<file path="src/logic/sdr_pkg.sv">
/*
  Shared constants of the starter diagnostic reporter: register map, field
  positions, reset values, echo codes in priority order and lamp timing.
  Assumes a 100 MHz system clock and a word-aligned Avalon-MM register bus.
*/
`default_nettype none

package sdr_pkg;

  // ==========================================================================
  // Clock and lamp timing
  // ==========================================================================
  localparam int CLK_MHZ = 100;             // System clock rate in MHz
  localparam int FLASH_HALF_MS = 250;       // Flashing lamp: half period in ms
  localparam int FLICKER_HALF_MS = 50;      // Flickering lamp: half period in ms
  localparam int FLASH_HALF_CYCLES = FLASH_HALF_MS * 1000 * CLK_MHZ;
  localparam int FLICKER_HALF_CYCLES = FLICKER_HALF_MS * 1000 * CLK_MHZ;

  // ==========================================================================
  // Register map (byte addresses, one 32-bit word each)
  // ==========================================================================
  localparam logic [3:0] OFS_CTRL = 4'h0;   // Control, read/write
  localparam logic [3:0] OFS_STATUS = 4'h4; // Pending items and latches, read
  localparam logic [3:0] OFS_ECHO = 4'h8;   // Current codes and last echo, read

  // CTRL fields
  localparam int CTRL_FACTORY_INIT = 0;     // Device has been factory initialised
  localparam logic [31:0] CTRL_RESET = 32'h0000_0000;

  // STATUS fields
  localparam int ST_WARN_LSB = 0;           // Four warning/message pending bits
  localparam int ST_FAULT_LSB = 4;          // Eleven fault pending bits
  localparam int ST_DEV_ERR = 15;           // Device error latch
  localparam int ST_STARTUP = 16;           // Startup parameters seen

  // ECHO fields
  localparam int EC_WARN_LSB = 0;           // Code reported for warnings
  localparam int EC_FAULT_LSB = 4;          // Code reported for faults
  localparam int EC_LAST_LSB = 8;           // Last echo sent to the master

  // ==========================================================================
  // Echo codes, listed from highest priority (index 0) downward
  // ==========================================================================
  localparam int NUM_WARN = 4;
  localparam int NUM_FAULT = 11;
  localparam logic [3:0] CODE_NONE = 4'h0;  // Nothing pending, ranks lowest
  localparam logic [3:0] IDX_NONE = 4'hf;   // No item held
  // Prewarning 11, manual local 10, thermal model off 04, sensor off 12
  localparam logic [15:0] WARN_CODES = {4'hc, 4'h4, 4'ha, 4'hb};
  // Device err 05, low supply 10, no switch supply 06, bad param 14,
  // connector 09, short circuit 12, breaker 02, overload 04,
  // asymmetry 13, residual current 03, group fault 15
  localparam logic [43:0] FAULT_CODES = {4'hf, 4'h3, 4'hd, 4'h4, 4'h2, 4'hc,
                                         4'h9, 4'he, 4'h6, 4'ha, 4'h5};

  // Parameter bit that picks the echo class
  localparam int PARAM_CLASS_BIT = 0;

endpackage

`default_nettype wire
</file>
<file path="src/logic/sdr_diag_reporter.sv">
/*
  Diagnostic reporter of a motor starter slave: keeps pending warnings and
  faults, answers a parameter write with a 4-bit echo, drives the fault,
  state and device lamps, and exposes control/status over Avalon-MM.
  Assumes all inputs are synchronous to I_CLK and that the link layer hands
  over each parameter write as a one-cycle strobe with its four bits.
*/
// Chosen here: the address map and the Avalon-MM slave port.
`timescale 1ns/1ps
`default_nettype none

module sdr_diag_reporter #(
  parameter int FLASH_HALF = sdr_pkg::FLASH_HALF_CYCLES,
  parameter int FLICKER_HALF = sdr_pkg::FLICKER_HALF_CYCLES
) (
  // Clock, reset, enable
  input wire logic I_CLK,
  input wire logic I_RESET_N,
  input wire logic I_CLK_EN,
  // Avalon-MM register slave
  input wire logic [3:0] I_AVS_ADDRESS,
  input wire logic I_AVS_READ,
  input wire logic I_AVS_WRITE,
  input wire logic [31:0] I_AVS_WRITEDATA,
  output logic [31:0] O_AVS_READDATA,
  output logic O_AVS_WAITREQUEST,
  // Parameter write from the fieldbus link and its echo
  input wire logic I_PARAM_WR,
  input wire logic [3:0] I_PARAM,
  output logic [3:0] O_ECHO,
  output logic O_ECHO_VALID,
  output logic O_PERIPHERAL_FAULT_STATUS_BIT,
  // Starter condition inputs
  input wire logic [3:0] I_WARN,
  input wire logic [9:0] I_FAULT,
  input wire logic I_MOTOR_ON,
  input wire logic I_MANUAL_ABORT,
  input wire logic I_INPUT_TRIP,
  input wire logic I_CURRENT_NO_ON,
  input wire logic I_SELFTEST_FAIL,
  input wire logic [5:0] I_SYS_ERR,
  input wire logic [3:0] I_GROUP_WARN,
  input wire logic I_LINK_OK,
  // Indicator lamps (yellow = red and green together)
  output logic O_FAULT_LAMP,
  output logic O_STATE_RED,
  output logic O_STATE_GREEN,
  output logic O_DEVICE_RED,
  output logic O_DEVICE_GREEN
);

  // ==========================================================================
  // Helper functions
  // ==========================================================================
  // Index of the lowest set bit, IDX_NONE when none is set
  function automatic logic [3:0] prio_pick(input logic [10:0] vec);
    logic [3:0] idx;
    idx = sdr_pkg::IDX_NONE;
    for (int k = 10; k >= 0; k--) begin
      if (vec[k]) begin
        idx = 4'(k);
      end
    end
    return idx;
  endfunction

  // Keep a held index while its item is present, else pick afresh
  function automatic logic [3:0] hold_or_pick(input logic [3:0] held,
                                              input logic [10:0] vec);
    logic [3:0] idx;
    idx = prio_pick(vec);
    if (held != sdr_pkg::IDX_NONE && vec[held]) begin
      idx = held;
    end
    return idx;
  endfunction

  // ==========================================================================
  // Declarations
  // ==========================================================================
  logic [31:0] ctrl;                // Software control word
  logic dev_err;                    // Device error latch
  logic err_no_on;                  // Current-without-on latch
  logic err_selftest;               // Self-test failure latch
  logic startup_seen;               // A parameter write has arrived
  logic [10:0] fault_pend;          // Faults in priority order
  logic [10:0] warn_pend;           // Warnings in priority order, zero padded
  logic [3:0] warn_idx;             // Warning item being reported
  logic [3:0] fault_idx;            // Fault item being reported
  logic [3:0] next_warn_idx;
  logic [3:0] next_fault_idx;
  logic [3:0] warn_code;            // Code of the held warning
  logic [3:0] fault_code;           // Code of the held fault
  logic [3:0] last_echo;            // Last echo handed to the link
  logic [31:0] flash_cnt;           // Flash half-period counter
  logic [31:0] flicker_cnt;         // Flicker half-period counter
  logic flash_ph;                   // Flash phase, lamp on when high
  logic flicker_ph;                 // Flicker phase, lamp on when high
  logic bus_req;                    // A bus request is present
  logic bus_done;                   // Request is answered at this edge
  logic [31:0] next_rdata;
  logic next_fault_lamp;
  logic next_state_red;
  logic next_state_green;
  logic next_dev_red;
  logic next_dev_green;

  // ==========================================================================
  // Pending items
  // ==========================================================================
  // Device error joins the fault list at top priority
  assign fault_pend = {I_FAULT, dev_err};
  assign warn_pend = {7'h00, I_WARN};

  // Device error sources stay caught until a power-on reset
  always_ff @(posedge I_CLK) begin
    if (!I_RESET_N) begin
      err_no_on <= 1'b0;
      err_selftest <= 1'b0;
      dev_err <= 1'b0;
    end else if (I_CLK_EN) begin
      // Only set terms: no command path clears these
      err_no_on <= err_no_on | I_CURRENT_NO_ON;
      err_selftest <= err_selftest | I_SELFTEST_FAIL;
      dev_err <= dev_err | I_CURRENT_NO_ON | I_SELFTEST_FAIL;
    end
  end

  // ==========================================================================
  // Item selection
  // ==========================================================================
  // Next held item per class: stick with it while present, else best one
  always_comb begin
    next_warn_idx = hold_or_pick(warn_idx, warn_pend);
    next_fault_idx = hold_or_pick(fault_idx, fault_pend);
  end

  // Held items; a better item never displaces one still present
  always_ff @(posedge I_CLK) begin
    if (!I_RESET_N) begin
      warn_idx <= sdr_pkg::IDX_NONE;
      fault_idx <= sdr_pkg::IDX_NONE;
    end else if (I_CLK_EN) begin
      warn_idx <= next_warn_idx;
      fault_idx <= next_fault_idx;
    end
  end

  // Code lookup; index 0 is the lowest priority number
  always_comb begin
    warn_code = sdr_pkg::CODE_NONE;
    fault_code = sdr_pkg::CODE_NONE;
    if (warn_idx < 4'(sdr_pkg::NUM_WARN)) begin
      warn_code = sdr_pkg::WARN_CODES[warn_idx[1:0] * 4 +: 4];
    end
    if (fault_idx < 4'(sdr_pkg::NUM_FAULT)) begin
      // Codes of I_FAULT sit at indices 1..10, device error at 0
      fault_code = sdr_pkg::FAULT_CODES[fault_idx * 4 +: 4];
    end
  end

  // ==========================================================================
  // Parameter echo
  // ==========================================================================
  // One echo per parameter write, one cycle later; the A/B bit is the
  // master's own business, so only the class bit is looked at
  always_ff @(posedge I_CLK) begin
    if (!I_RESET_N) begin
      O_ECHO <= sdr_pkg::CODE_NONE;
      O_ECHO_VALID <= 1'b0;
      last_echo <= sdr_pkg::CODE_NONE;
    end else if (I_CLK_EN) begin
      O_ECHO_VALID <= I_PARAM_WR;
      if (I_PARAM_WR) begin
        // Bits 1 to 3 take no part in the choice
        if (I_PARAM[sdr_pkg::PARAM_CLASS_BIT]) begin
          O_ECHO <= fault_code;
          last_echo <= fault_code;
        end else begin
          O_ECHO <= warn_code;
          last_echo <= warn_code;
        end
      end
    end
  end

  // Startup parameters count as received at the first write
  always_ff @(posedge I_CLK) begin
    if (!I_RESET_N) begin
      startup_seen <= 1'b0;
    end else if (I_CLK_EN && I_PARAM_WR) begin
      startup_seen <= 1'b1;
    end
  end

  // Status bit the master copies into its fault list
  always_ff @(posedge I_CLK) begin
    if (!I_RESET_N) begin
      O_PERIPHERAL_FAULT_STATUS_BIT <= 1'b0;
    end else if (I_CLK_EN) begin
      O_PERIPHERAL_FAULT_STATUS_BIT <= |fault_pend;
    end
  end

  // ==========================================================================
  // Blink timing
  // ==========================================================================
  // Free-running half-period counters; both lamps share them so every
  // flashing lamp on the unit blinks in step
  always_ff @(posedge I_CLK) begin
    if (!I_RESET_N) begin
      flash_cnt <= 32'h0000_0000;
      flash_ph <= 1'b0;
    end else if (I_CLK_EN) begin
      if (flash_cnt >= 32'(FLASH_HALF - 1)) begin
        flash_cnt <= 32'h0000_0000;
        flash_ph <= ~flash_ph;
      end else begin
        flash_cnt <= flash_cnt + 32'h0000_0001;
      end
    end
  end

  // Faster phase for flickering
  always_ff @(posedge I_CLK) begin
    if (!I_RESET_N) begin
      flicker_cnt <= 32'h0000_0000;
      flicker_ph <= 1'b0;
    end else if (I_CLK_EN) begin
      if (flicker_cnt >= 32'(FLICKER_HALF - 1)) begin
        flicker_cnt <= 32'h0000_0000;
        flicker_ph <= ~flicker_ph;
      end else begin
        flicker_cnt <= flicker_cnt + 32'h0000_0001;
      end
    end
  end

  // ==========================================================================
  // Lamp combinations
  // ==========================================================================
  // Highest severity first; later branches only apply with no error
  always_comb begin
    next_fault_lamp = 1'b0;
    next_state_red = 1'b0;
    next_state_green = 1'b0;
    next_dev_red = 1'b0;
    next_dev_green = 1'b0;
    if (err_no_on) begin
      // All red
      next_fault_lamp = 1'b1;
      next_state_red = 1'b1;
      next_dev_red = 1'b1;
    end else if (err_selftest) begin
      // State stays dark
      next_fault_lamp = 1'b1;
      next_dev_red = 1'b1;
    end else if (!I_LINK_OK) begin
      // Fault lamp alone
      next_fault_lamp = 1'b1;
    end else if (|I_SYS_ERR) begin
      // Device lamp steady yellow
      next_fault_lamp = 1'b1;
      next_dev_red = 1'b1;
      next_dev_green = 1'b1;
    end else if (|fault_pend) begin
      // Diagnostics available through the echo
      next_fault_lamp = 1'b1;
    end else if (|I_GROUP_WARN) begin
      // Flashing yellow, state green only while switched on
      next_dev_red = flash_ph;
      next_dev_green = flash_ph;
      next_state_green = I_MOTOR_ON;
    end else if (!ctrl[sdr_pkg::CTRL_FACTORY_INIT] || !startup_seen) begin
      // Not started up: flashing green device lamp
      next_dev_green = flash_ph;
    end else if (I_MANUAL_ABORT) begin
      // Flashing yellow state lamp
      next_state_red = flash_ph;
      next_state_green = flash_ph;
      next_dev_green = 1'b1;
    end else if (I_INPUT_TRIP) begin
      // Flickering yellow state lamp
      next_state_red = flicker_ph;
      next_state_green = flicker_ph;
      next_dev_green = 1'b1;
    end else begin
      // Normal operation
      next_state_green = I_MOTOR_ON;
      next_dev_green = 1'b1;
    end
  end

  // Lamp drivers, registered so outputs are glitch free
  always_ff @(posedge I_CLK) begin
    if (!I_RESET_N) begin
      O_FAULT_LAMP <= 1'b0;
      O_STATE_RED <= 1'b0;
      O_STATE_GREEN <= 1'b0;
      O_DEVICE_RED <= 1'b0;
      O_DEVICE_GREEN <= 1'b0;
    end else if (I_CLK_EN) begin
      O_FAULT_LAMP <= next_fault_lamp;
      O_STATE_RED <= next_state_red;
      O_STATE_GREEN <= next_state_green;
      O_DEVICE_RED <= next_dev_red;
      O_DEVICE_GREEN <= next_dev_green;
    end
  end

  // ==========================================================================
  // Avalon-MM register slave
  // ==========================================================================
  // Fixed one wait state: waitrequest drops for one cycle after a
  // request is seen, which keeps read data registered
  assign bus_req = I_AVS_READ | I_AVS_WRITE;
  assign bus_done = bus_req & ~O_AVS_WAITREQUEST;

  // Read multiplexer; unmapped words read as zero
  always_comb begin
    next_rdata = 32'h0000_0000;
    case (I_AVS_ADDRESS)
      sdr_pkg::OFS_CTRL: begin
        next_rdata = ctrl;
      end
      sdr_pkg::OFS_STATUS: begin
        next_rdata[sdr_pkg::ST_WARN_LSB +: 4] = I_WARN;
        next_rdata[sdr_pkg::ST_FAULT_LSB +: 11] = fault_pend;
        next_rdata[sdr_pkg::ST_DEV_ERR] = dev_err;
        next_rdata[sdr_pkg::ST_STARTUP] = startup_seen;
      end
      sdr_pkg::OFS_ECHO: begin
        next_rdata[sdr_pkg::EC_WARN_LSB +: 4] = warn_code;
        next_rdata[sdr_pkg::EC_FAULT_LSB +: 4] = fault_code;
        next_rdata[sdr_pkg::EC_LAST_LSB +: 4] = last_echo;
      end
      default: begin
        next_rdata = 32'h0000_0000;
      end
    endcase
  end

  // Handshake and read data
  always_ff @(posedge I_CLK) begin
    if (!I_RESET_N) begin
      O_AVS_WAITREQUEST <= 1'b1;
      O_AVS_READDATA <= 32'h0000_0000;
    end else if (I_CLK_EN) begin
      if (!O_AVS_WAITREQUEST) begin
        O_AVS_WAITREQUEST <= 1'b1;
      end else if (bus_req) begin
        O_AVS_WAITREQUEST <= 1'b0;
        if (I_AVS_READ) begin
          O_AVS_READDATA <= next_rdata;
        end
      end
    end
  end

  // Control word; writes land at the edge the request completes.
  // No bit here can clear the device error latch.
  always_ff @(posedge I_CLK) begin
    if (!I_RESET_N) begin
      ctrl <= sdr_pkg::CTRL_RESET;
    end else if (I_CLK_EN && bus_done && I_AVS_WRITE) begin
      if (I_AVS_ADDRESS == sdr_pkg::OFS_CTRL) begin
        ctrl <= {31'h0000_0000, I_AVS_WRITEDATA[sdr_pkg::CTRL_FACTORY_INIT]};
      end
    end
  end
endmodule

`default_nettype wire

</file>
<file path="config.mk">
export PLATFORM = sky130hd
export DESIGN_NAME = sdr_diag_reporter
export DESIGN_NICKNAME = d
export VERILOG_FILES = /design/src/logic/sdr_pkg.sv /design/src/logic/sdr_diag_reporter.sv
export SDC_FILE = /design/constraint.sdc
export NUM_CORES = 1
export LEC_CHECK = 0
export CAP_MARGIN = 20
export CORE_ASPECT_RATIO = 0.7
export CORE_MARGIN = 8
export CORE_UTILIZATION = 62
export DETAILED_ROUTE_END_ITERATION = 10
export DONT_BUFFER_PORTS = 1
export GPL_ROUTABILITY_DRIVEN = 0
export MAX_ROUTING_LAYER = met4
export PLACE_DENSITY = 0.78
export SYNTH_ARGS = -nofsm -noshare
export SYNTH_HDL_FRONTEND = slang
export SYNTH_SLANG_ARGS = --single-unit
</file>
<file path="constraint.sdc">
create_clock -name I_CLK -period 5.7 [get_ports I_CLK]
set_input_delay 0.57 -clock I_CLK [delete_from_list [all_inputs] [get_ports I_CLK]]
set_output_delay 0.57 -clock I_CLK [all_outputs]
set_load 0.01 [all_outputs]
</file>
==> flow_summary_export.csv, run 1 <==
group,metric,value,unit
sta,fin_ws,3668,ps
synthesis,synth_top_area_cell,"dfxtp_1",
setup_path,worstRegToRegCells,7,
synthesis,ys_seq_area_share,39.96,%
layout,drive_gt1_share,5.071,%
layout,utilization,67.80,%
layout,stdcell_count,736,
sta,fmax,492.1,MHz
synthesis,synth.avg_cell_area,8.362,um^2
global_routing,grt_util_all_layers,22.88,%
sta,final.setup.tns,0,ps
detailed_routing,wl_per_cell,17.83,um
synthesis,synth_top_area_share,39.96,%
clock_tree,path_clk_slew,70,ps
die,die_w,127.1,um
setup_path,cp_cell_sequence,"ha_1 -> nand2_1 -> o211a_1 -> o211a_1 -> o21ai_2 -> buf_16 -> nor2_1",
synthesis,synth_cell_type_count,64,
clock_tree,htree_levels,3,
sta,worst_pin_slew,700.4,ps
synthesis,synth_async_sr_flop_share,0,%
setup_path,startpoint,"flash_cnt[0]",
clock_tree,cts_resized,0,
setup_path,critical_path.most_common_cell,"o211a_1",
setup_path,r2r-start,"flash_cnt[0]",
detailed_routing,viasPerCell,6.193,
layout,layout_common_cells,"dfxtp_1, nor2_1, nand2_1, nand3_1, xor2_1",
layout,final_nets,709,
run_status,status,"finished, final reports clean",
setup_path,start_kind,"register",
detailed_routing,drc,0,
clock_tree,cts_buffer_depth,2,
global_routing,grt_max_degree,53,
sta,worst_hold_slack,303.9,ps
clock_tree,cts.hold.buffers_added,0,
pwr,switching_power,0.3626,mW
sta,period_share,35.65,%
setup_path,cp_slowest_stage_delay,440,ps
synthesis,synthTopCellsByArea,"dfxtp_1, nor2_1, nand2_1",
setup_path,critPathCapture,"flash_cnt[10]",
clock_tree,clock_sinks,107,
pwr,p_leak,2.071,nW
synthesis,yosys_warnings,0,
pwr,sequentialPowerShare,49.3,%
synthesis,synth_edf_count,0,
pwr,switching_share,22.69,%
global_routing,gr-total-overflow,0,
place,portBuffers,0,
clock_tree,cts_made_buffers,9,
pwr,p_total,1.598,mW
detailed_routing,wirelength,13120,um
detailed_routing,drtPass1Iterations,5,
worst_hold_path,whs_path_depth,1,
place,dp_cells,719,
global_routing,first_global_vias,4310,
synthesis,synth_area,5360,um^2
setup_path,worst_ep_arrival_time,2270,ps
die,core,8408,um^2
detailed_routing,vias,4558,
synthesis,synthFlopType,"dfxtp_1",
detailed_routing,ant_nets,0,
flow_run,maxCapViolations,0,
pwr,ir_drop,151.6,uV
place,place_ws,3541,ps
synthesis,synth_seq_cells,107,
clock_tree,clk_latency,350,ps
sta,fin_skew,6.407,ps
synthesis,synth_cells,641,
setup_path,required,5940,ps
layout,nFillCells,700,
sta,finalSetupViolations,0,
layout,final_common_cell,"dfxtp_1",
die,fp-row-count,28,
setup_path,worstPathMaxFanout,22,
sta,rsz0062_at_grt,"false",
clock_tree,cts_setup_buffers,0,
sta,final_max_slew_viol_count,0,
layout,syn2layout_area_growth,6.349,%
die,die_h,93.80,um
pwr,internal_power,1.236,mW
pwr,p_clk_share,44.8,%
setup_path,critical_path_class,"reg2reg",
place,placed_area,5346,um^2
die,ios,120,
place,dpl.hpwl,9561,um
clock_tree,root_buffer,"clkbuf_16",
worst_hold_path,hold_path.class,"in2reg",
detailed_routing,drt_iter0_drc,372,
die,dieArea,11920,um^2
die,start_util,63.75,%
sta,finalHoldViolCount,0,
setup_path,cp_slowest_cell,"o21ai_2",
global_routing,grt_first_pass_wirelength,21420,um
setup_path,endpoint_kind,"register",
pwr,p_per_area,280.4,nW/um^2
sta,relSlewSlack,53.17,%
pwr,comb_power_share,6.0,%
sta,min_period,2032,ps
global_routing,antenna_found_initial,1,
setup_path,regToRegEndpoint,"flash_cnt[10]",
setup_path,reg2reg_slack,3670,ps
clock_tree,cts_tree,"yes",
layout,final_cell_area,5700,um^2
layout,num_antenna_cells,0,
==> registers in the layout (all words and copies together) (netlist names), 3 cells and up <==
signal and cells:
O_AVS_READDATA 17, last_echo 4, fault_idx 4, flash_cnt 32, warn_idx 3, flicker_cnt 32
==> cell families after synthesis <==
logic type               synth area share, %
buffers and inverters                  5.579
AND/OR/NAND/NOR                        28.52
multiplexers                           1.797
other                                0.06996
XOR/XNOR                               7.680
AO/OA/AOI/OAI                          14.75
flip-flops                             39.96
adder cells (fa/ha/maj)                1.634
==> cells in the mapped netlist (7+ instances only) <==
master      n
buf_2       8
dfxtp_1   107
o21ai_0    10
nor3_1     14
nand4_1    21
and4_1     11
xor2_1     26
nor2b_1    11
a22oi_1     9
nand3_1    30
a31oi_1     8
ha_1        7
o21ai_1    15
buf_4      15
xnor2_1    21
nor2_1     86
inv_1      13
clkbuf_1   18
and3_1     13
and2_1     19
nand2_1    62
nor4_1      9
a21boi_1   10
a21oi_1    18
==> power groups by stage <==
stage / combinational [mW] / sequential [mW] / clock, mW
2_1_floorplan: 0.0973 / 0.794 / 0
3_3_place_gp: 0.0873 / 0.803 / 0
6_report: 0.0955 / 0.787 / 0.715
3_5_place_dp: 0.0929 / 0.804 / 0
4_1_cts: 0.0938 / 0.787 / 0.727
5_1_grt: 0.105 / 0.790 / 0.761
==> layout make-up <==
| class | count | area (um^2) | area share, % |
|---|---|---|---|
| inverters | 15 | 56.30 | 0.9877 |
| multi-input cells | 490 | 2982 | 52.30 |
| flip-flops and latches | 107 | 2142 | 37.58 |
| clock inverters | 7 | 123.9 | 2.173 |
| clock buffers | 9 | 225.2 | 3.951 |
| repair buffers | 3 | 40.04 | 0.7024 |
| well taps | 105 | 131.4 | 2.305 |
==> layer usage <==
layer  part of all wire, %  up-vias  track usage (%)
li1                      -     2212                -
met1                    45     2150            29.35
met2                    43      178            32.83
met3                    10       18            8.844
met4                   1.7        0            6.213
met5                     0        -                -
==> how the worst min path moves through the flow <==
| stage | from | endpoint | slack, ps |
|---|---|---|---|
| 5_1_grt | I_RESET_N | O_AVS_WAITREQUEST | 290 |
| 2_1_floorplan | flicker_cnt[31] | flicker_cnt[31] | 440 |
| 4_1_cts | I_RESET_N | O_AVS_WAITREQUEST | 280 |
| 3_5_place_dp | flicker_cnt[31] | flicker_cnt[31] | 470 |
| 6_report | I_RESET_N | O_AVS_WAITREQUEST | 300 |
| 3_3_place_gp | flicker_cnt[31] | flicker_cnt[31] | 460 |
==> worst max-delay path, delay by kind of cell, from the launching register on <==
kind	cells	cell delay, ps
buffers and inverters	1	220
adders and majority gates	1	240
and+or+nand+nor	2	140
DFF	1	400
AOI/OAI and AO/OA	3	920
(Power assumes the default switching activity.)
==> inputs of run 2 (changes only) <==
- clock period: 5.7 -> 2.1 ns (I/O delays scaled with it)
==> run 2 against run 1 <==
Compared with the run above:
- power rose to 2.5 times the previous value
- non-clock buffer count is 17 higher
- die area unchanged
- fmax up 3.5%
- clock power increased by 120%
- sequential share of layout area fell by 0.58 points
- clock skew up 1.0 ps
- worst hold slack worse by 300 ps
- final area up 1.6%
- worst setup slack worse by 3500 ps
- highest routed layer unchanged
==> flow_summary_export.csv, run 2 (synthesis results as in run 1) <==
group,metric,value,unit
global_routing,antenna_found_initial,1,
setup_path,reg2reg_slack,140,ps
setup_path,worstPathMaxFanout,6,
sta,worst_hold_slack,8.907,ps
worst_hold_path,whs_path_depth,2,
global_routing,gr-total-overflow,0,
clock_tree,cts_setup_buffers,0,
setup_path,cp_cell_sequence,"nand3_1 -> or4_1 -> nor2_1 -> a41oi_1 -> nor2_1",
die,core,8408,um^2
sta,min_period,1964,ps
sta,final.setup.tns,0,ps
global_routing,grt_max_degree,40,
setup_path,worstRegToRegCells,5,
setup_path,endpoint_kind,"register",
pwr,p_total,4.045,mW
die,fp-row-count,28,
sta,fin_skew,7.452,ps
worst_hold_path,hold_path.class,"in2reg",
detailed_routing,wirelength,14090,um
die,die_h,93.80,um
setup_path,critical_path.most_common_cell,"nor2_1",
clock_tree,root_buffer,"clkbuf_16",
clock_tree,cts_made_buffers,9,
clock_tree,clk_latency,350,ps
detailed_routing,vias,4797,
die,die_w,127.1,um
setup_path,cp_slowest_cell,"or4_1",
place,placed_area,5399,um^2
die,ios,120,
die,start_util,63.75,%
layout,final_nets,726,
sta,fin_ws,136.3,ps
detailed_routing,drtPass1Iterations,5,
place,dpl.hpwl,9731,um
setup_path,critical_path_class,"reg2reg",
place,dp_cells,727,
layout,stdcell_count,753,
layout,final_cell_area,5789,um^2
sta,worst_pin_slew,651.1,ps
flow_run,maxCapViolations,0,
layout,top_regs,"flash_cnt x32, flicker_cnt x32, O_AVS_READDATA x17",
global_routing,grt_first_pass_wirelength,23090,um
layout,nFillCells,692,
layout,layout_common_cells,"dfxtp_1, nor2_1, nand2_1, nand3_1, xor2_1",
clock_tree,cts_buffer_depth,2,
layout,final_common_cell,"dfxtp_1",
setup_path,start_kind,"register",
detailed_routing,ant_nets,0,
pwr,ir_drop,400.3,uV
clock_tree,cts_tree,"yes",
clock_tree,clock_sinks,107,
detailed_routing,wl_per_cell,18.71,um
sta,finalSetupViolations,0,
sta,period_share,93.51,%
global_routing,grt_util_all_layers,24.70,%
layout,utilization,68.85,%
detailed_routing,drt_iter0_drc,496,
clock_tree,htree_levels,3,
clock_tree,path_clk_slew,70,ps
detailed_routing,viasPerCell,6.371,
sta,fmax,509.2,MHz
place,portBuffers,0,
pwr,p_leak,2.107,nW
detailed_routing,drc,0,
run_status,status,"finished, final reports clean",
layout,syn2layout_area_growth,8.006,%
place,place_ws,224.3,ps
setup_path,worst_ep_arrival_time,2250,ps
die,dieArea,11920,um^2
global_routing,first_global_vias,4598,
layout,drive_gt1_share,6.019,%
sta,rsz0062_at_grt,"false",
pwr,p_per_area,698.8,nW/um^2
setup_path,cp_slowest_stage_delay,730,ps
layout,num_antenna_cells,0,
sta,final_max_slew_viol_count,0,
setup_path,required,2390,ps
sta,finalHoldViolCount,0,
sta,relSlewSlack,56.59,%
## run 2: cell count changes in the layout (fill, tap and decap cells not counted)
cell           change
dlygate4sd3_1      +9
inv_6              -1
clkbuf_1           +1
buf_4              +8
bufinv_16          -3
inv_8              +1
buf_12             +2
buf_16             -1
buf_2              -1
clkinvlp_4         +2
## run 2: metal layers
| metal | vias to the layer above | global-route usage, % | share of wire (%) |
|---|---|---|---|
| met5 | - | - | 0 |
| met4 | 0 | 7.002 | 1.1 |
| met3 | 18 | 7.937 | 11 |
| met2 | 235 | 38.17 | 45 |
| met1 | 2291 | 30.46 | 43 |
| li1 | 2253 | - | - |
## run 2: critical path, delay by kind of cell, from the launching register on
kind	cells	cell delay (ps)
AOI/OAI and AO/OA	1	150
and+or+nand+nor	4	1340
DFF	1	410
## run 2: report_power, final
group	internal (mW)	leakage (nW)	switching, mW	total (mW)
clock network	0.817	0.127	0.783	1.60
registers	2.07	0.868	0.0580	2.13
logic	0.135	1.11	0.182	0.317
## run 2: layout make-up
cell class | instances | area [um^2] | share of cell area (%)
inverter | 15 | 56.30 | 0.9726
multi-input combinational | 490 | 2982 | 51.50
sequential | 107 | 2142 | 37.00
tap | 105 | 131.4 | 2.269
timing repair buffer | 20 | 197.7 | 3.415
clock buffer | 10 | 229.0 | 3.955
clock inverter | 6 | 51.30 | 0.8861
## run 2: worst paths after layout
| path | from | endpoint |
|---|---|---|
| setup / recovery | flash_cnt[3] | flash_cnt[26] |
| hold / removal | I_FAULT[8] | O_AVS_READDATA[13] |
| hold reg to reg | flicker_cnt[31] | flicker_cnt[31] |
| setup reg to reg | flash_cnt[3] | flash_cnt[26] |
## run 2: repair_timing
item                                   in CTS  in global routing
resized for setup                           0                  0
hold buffers                                8                  2
endpoints found under the hold margin      35                  3
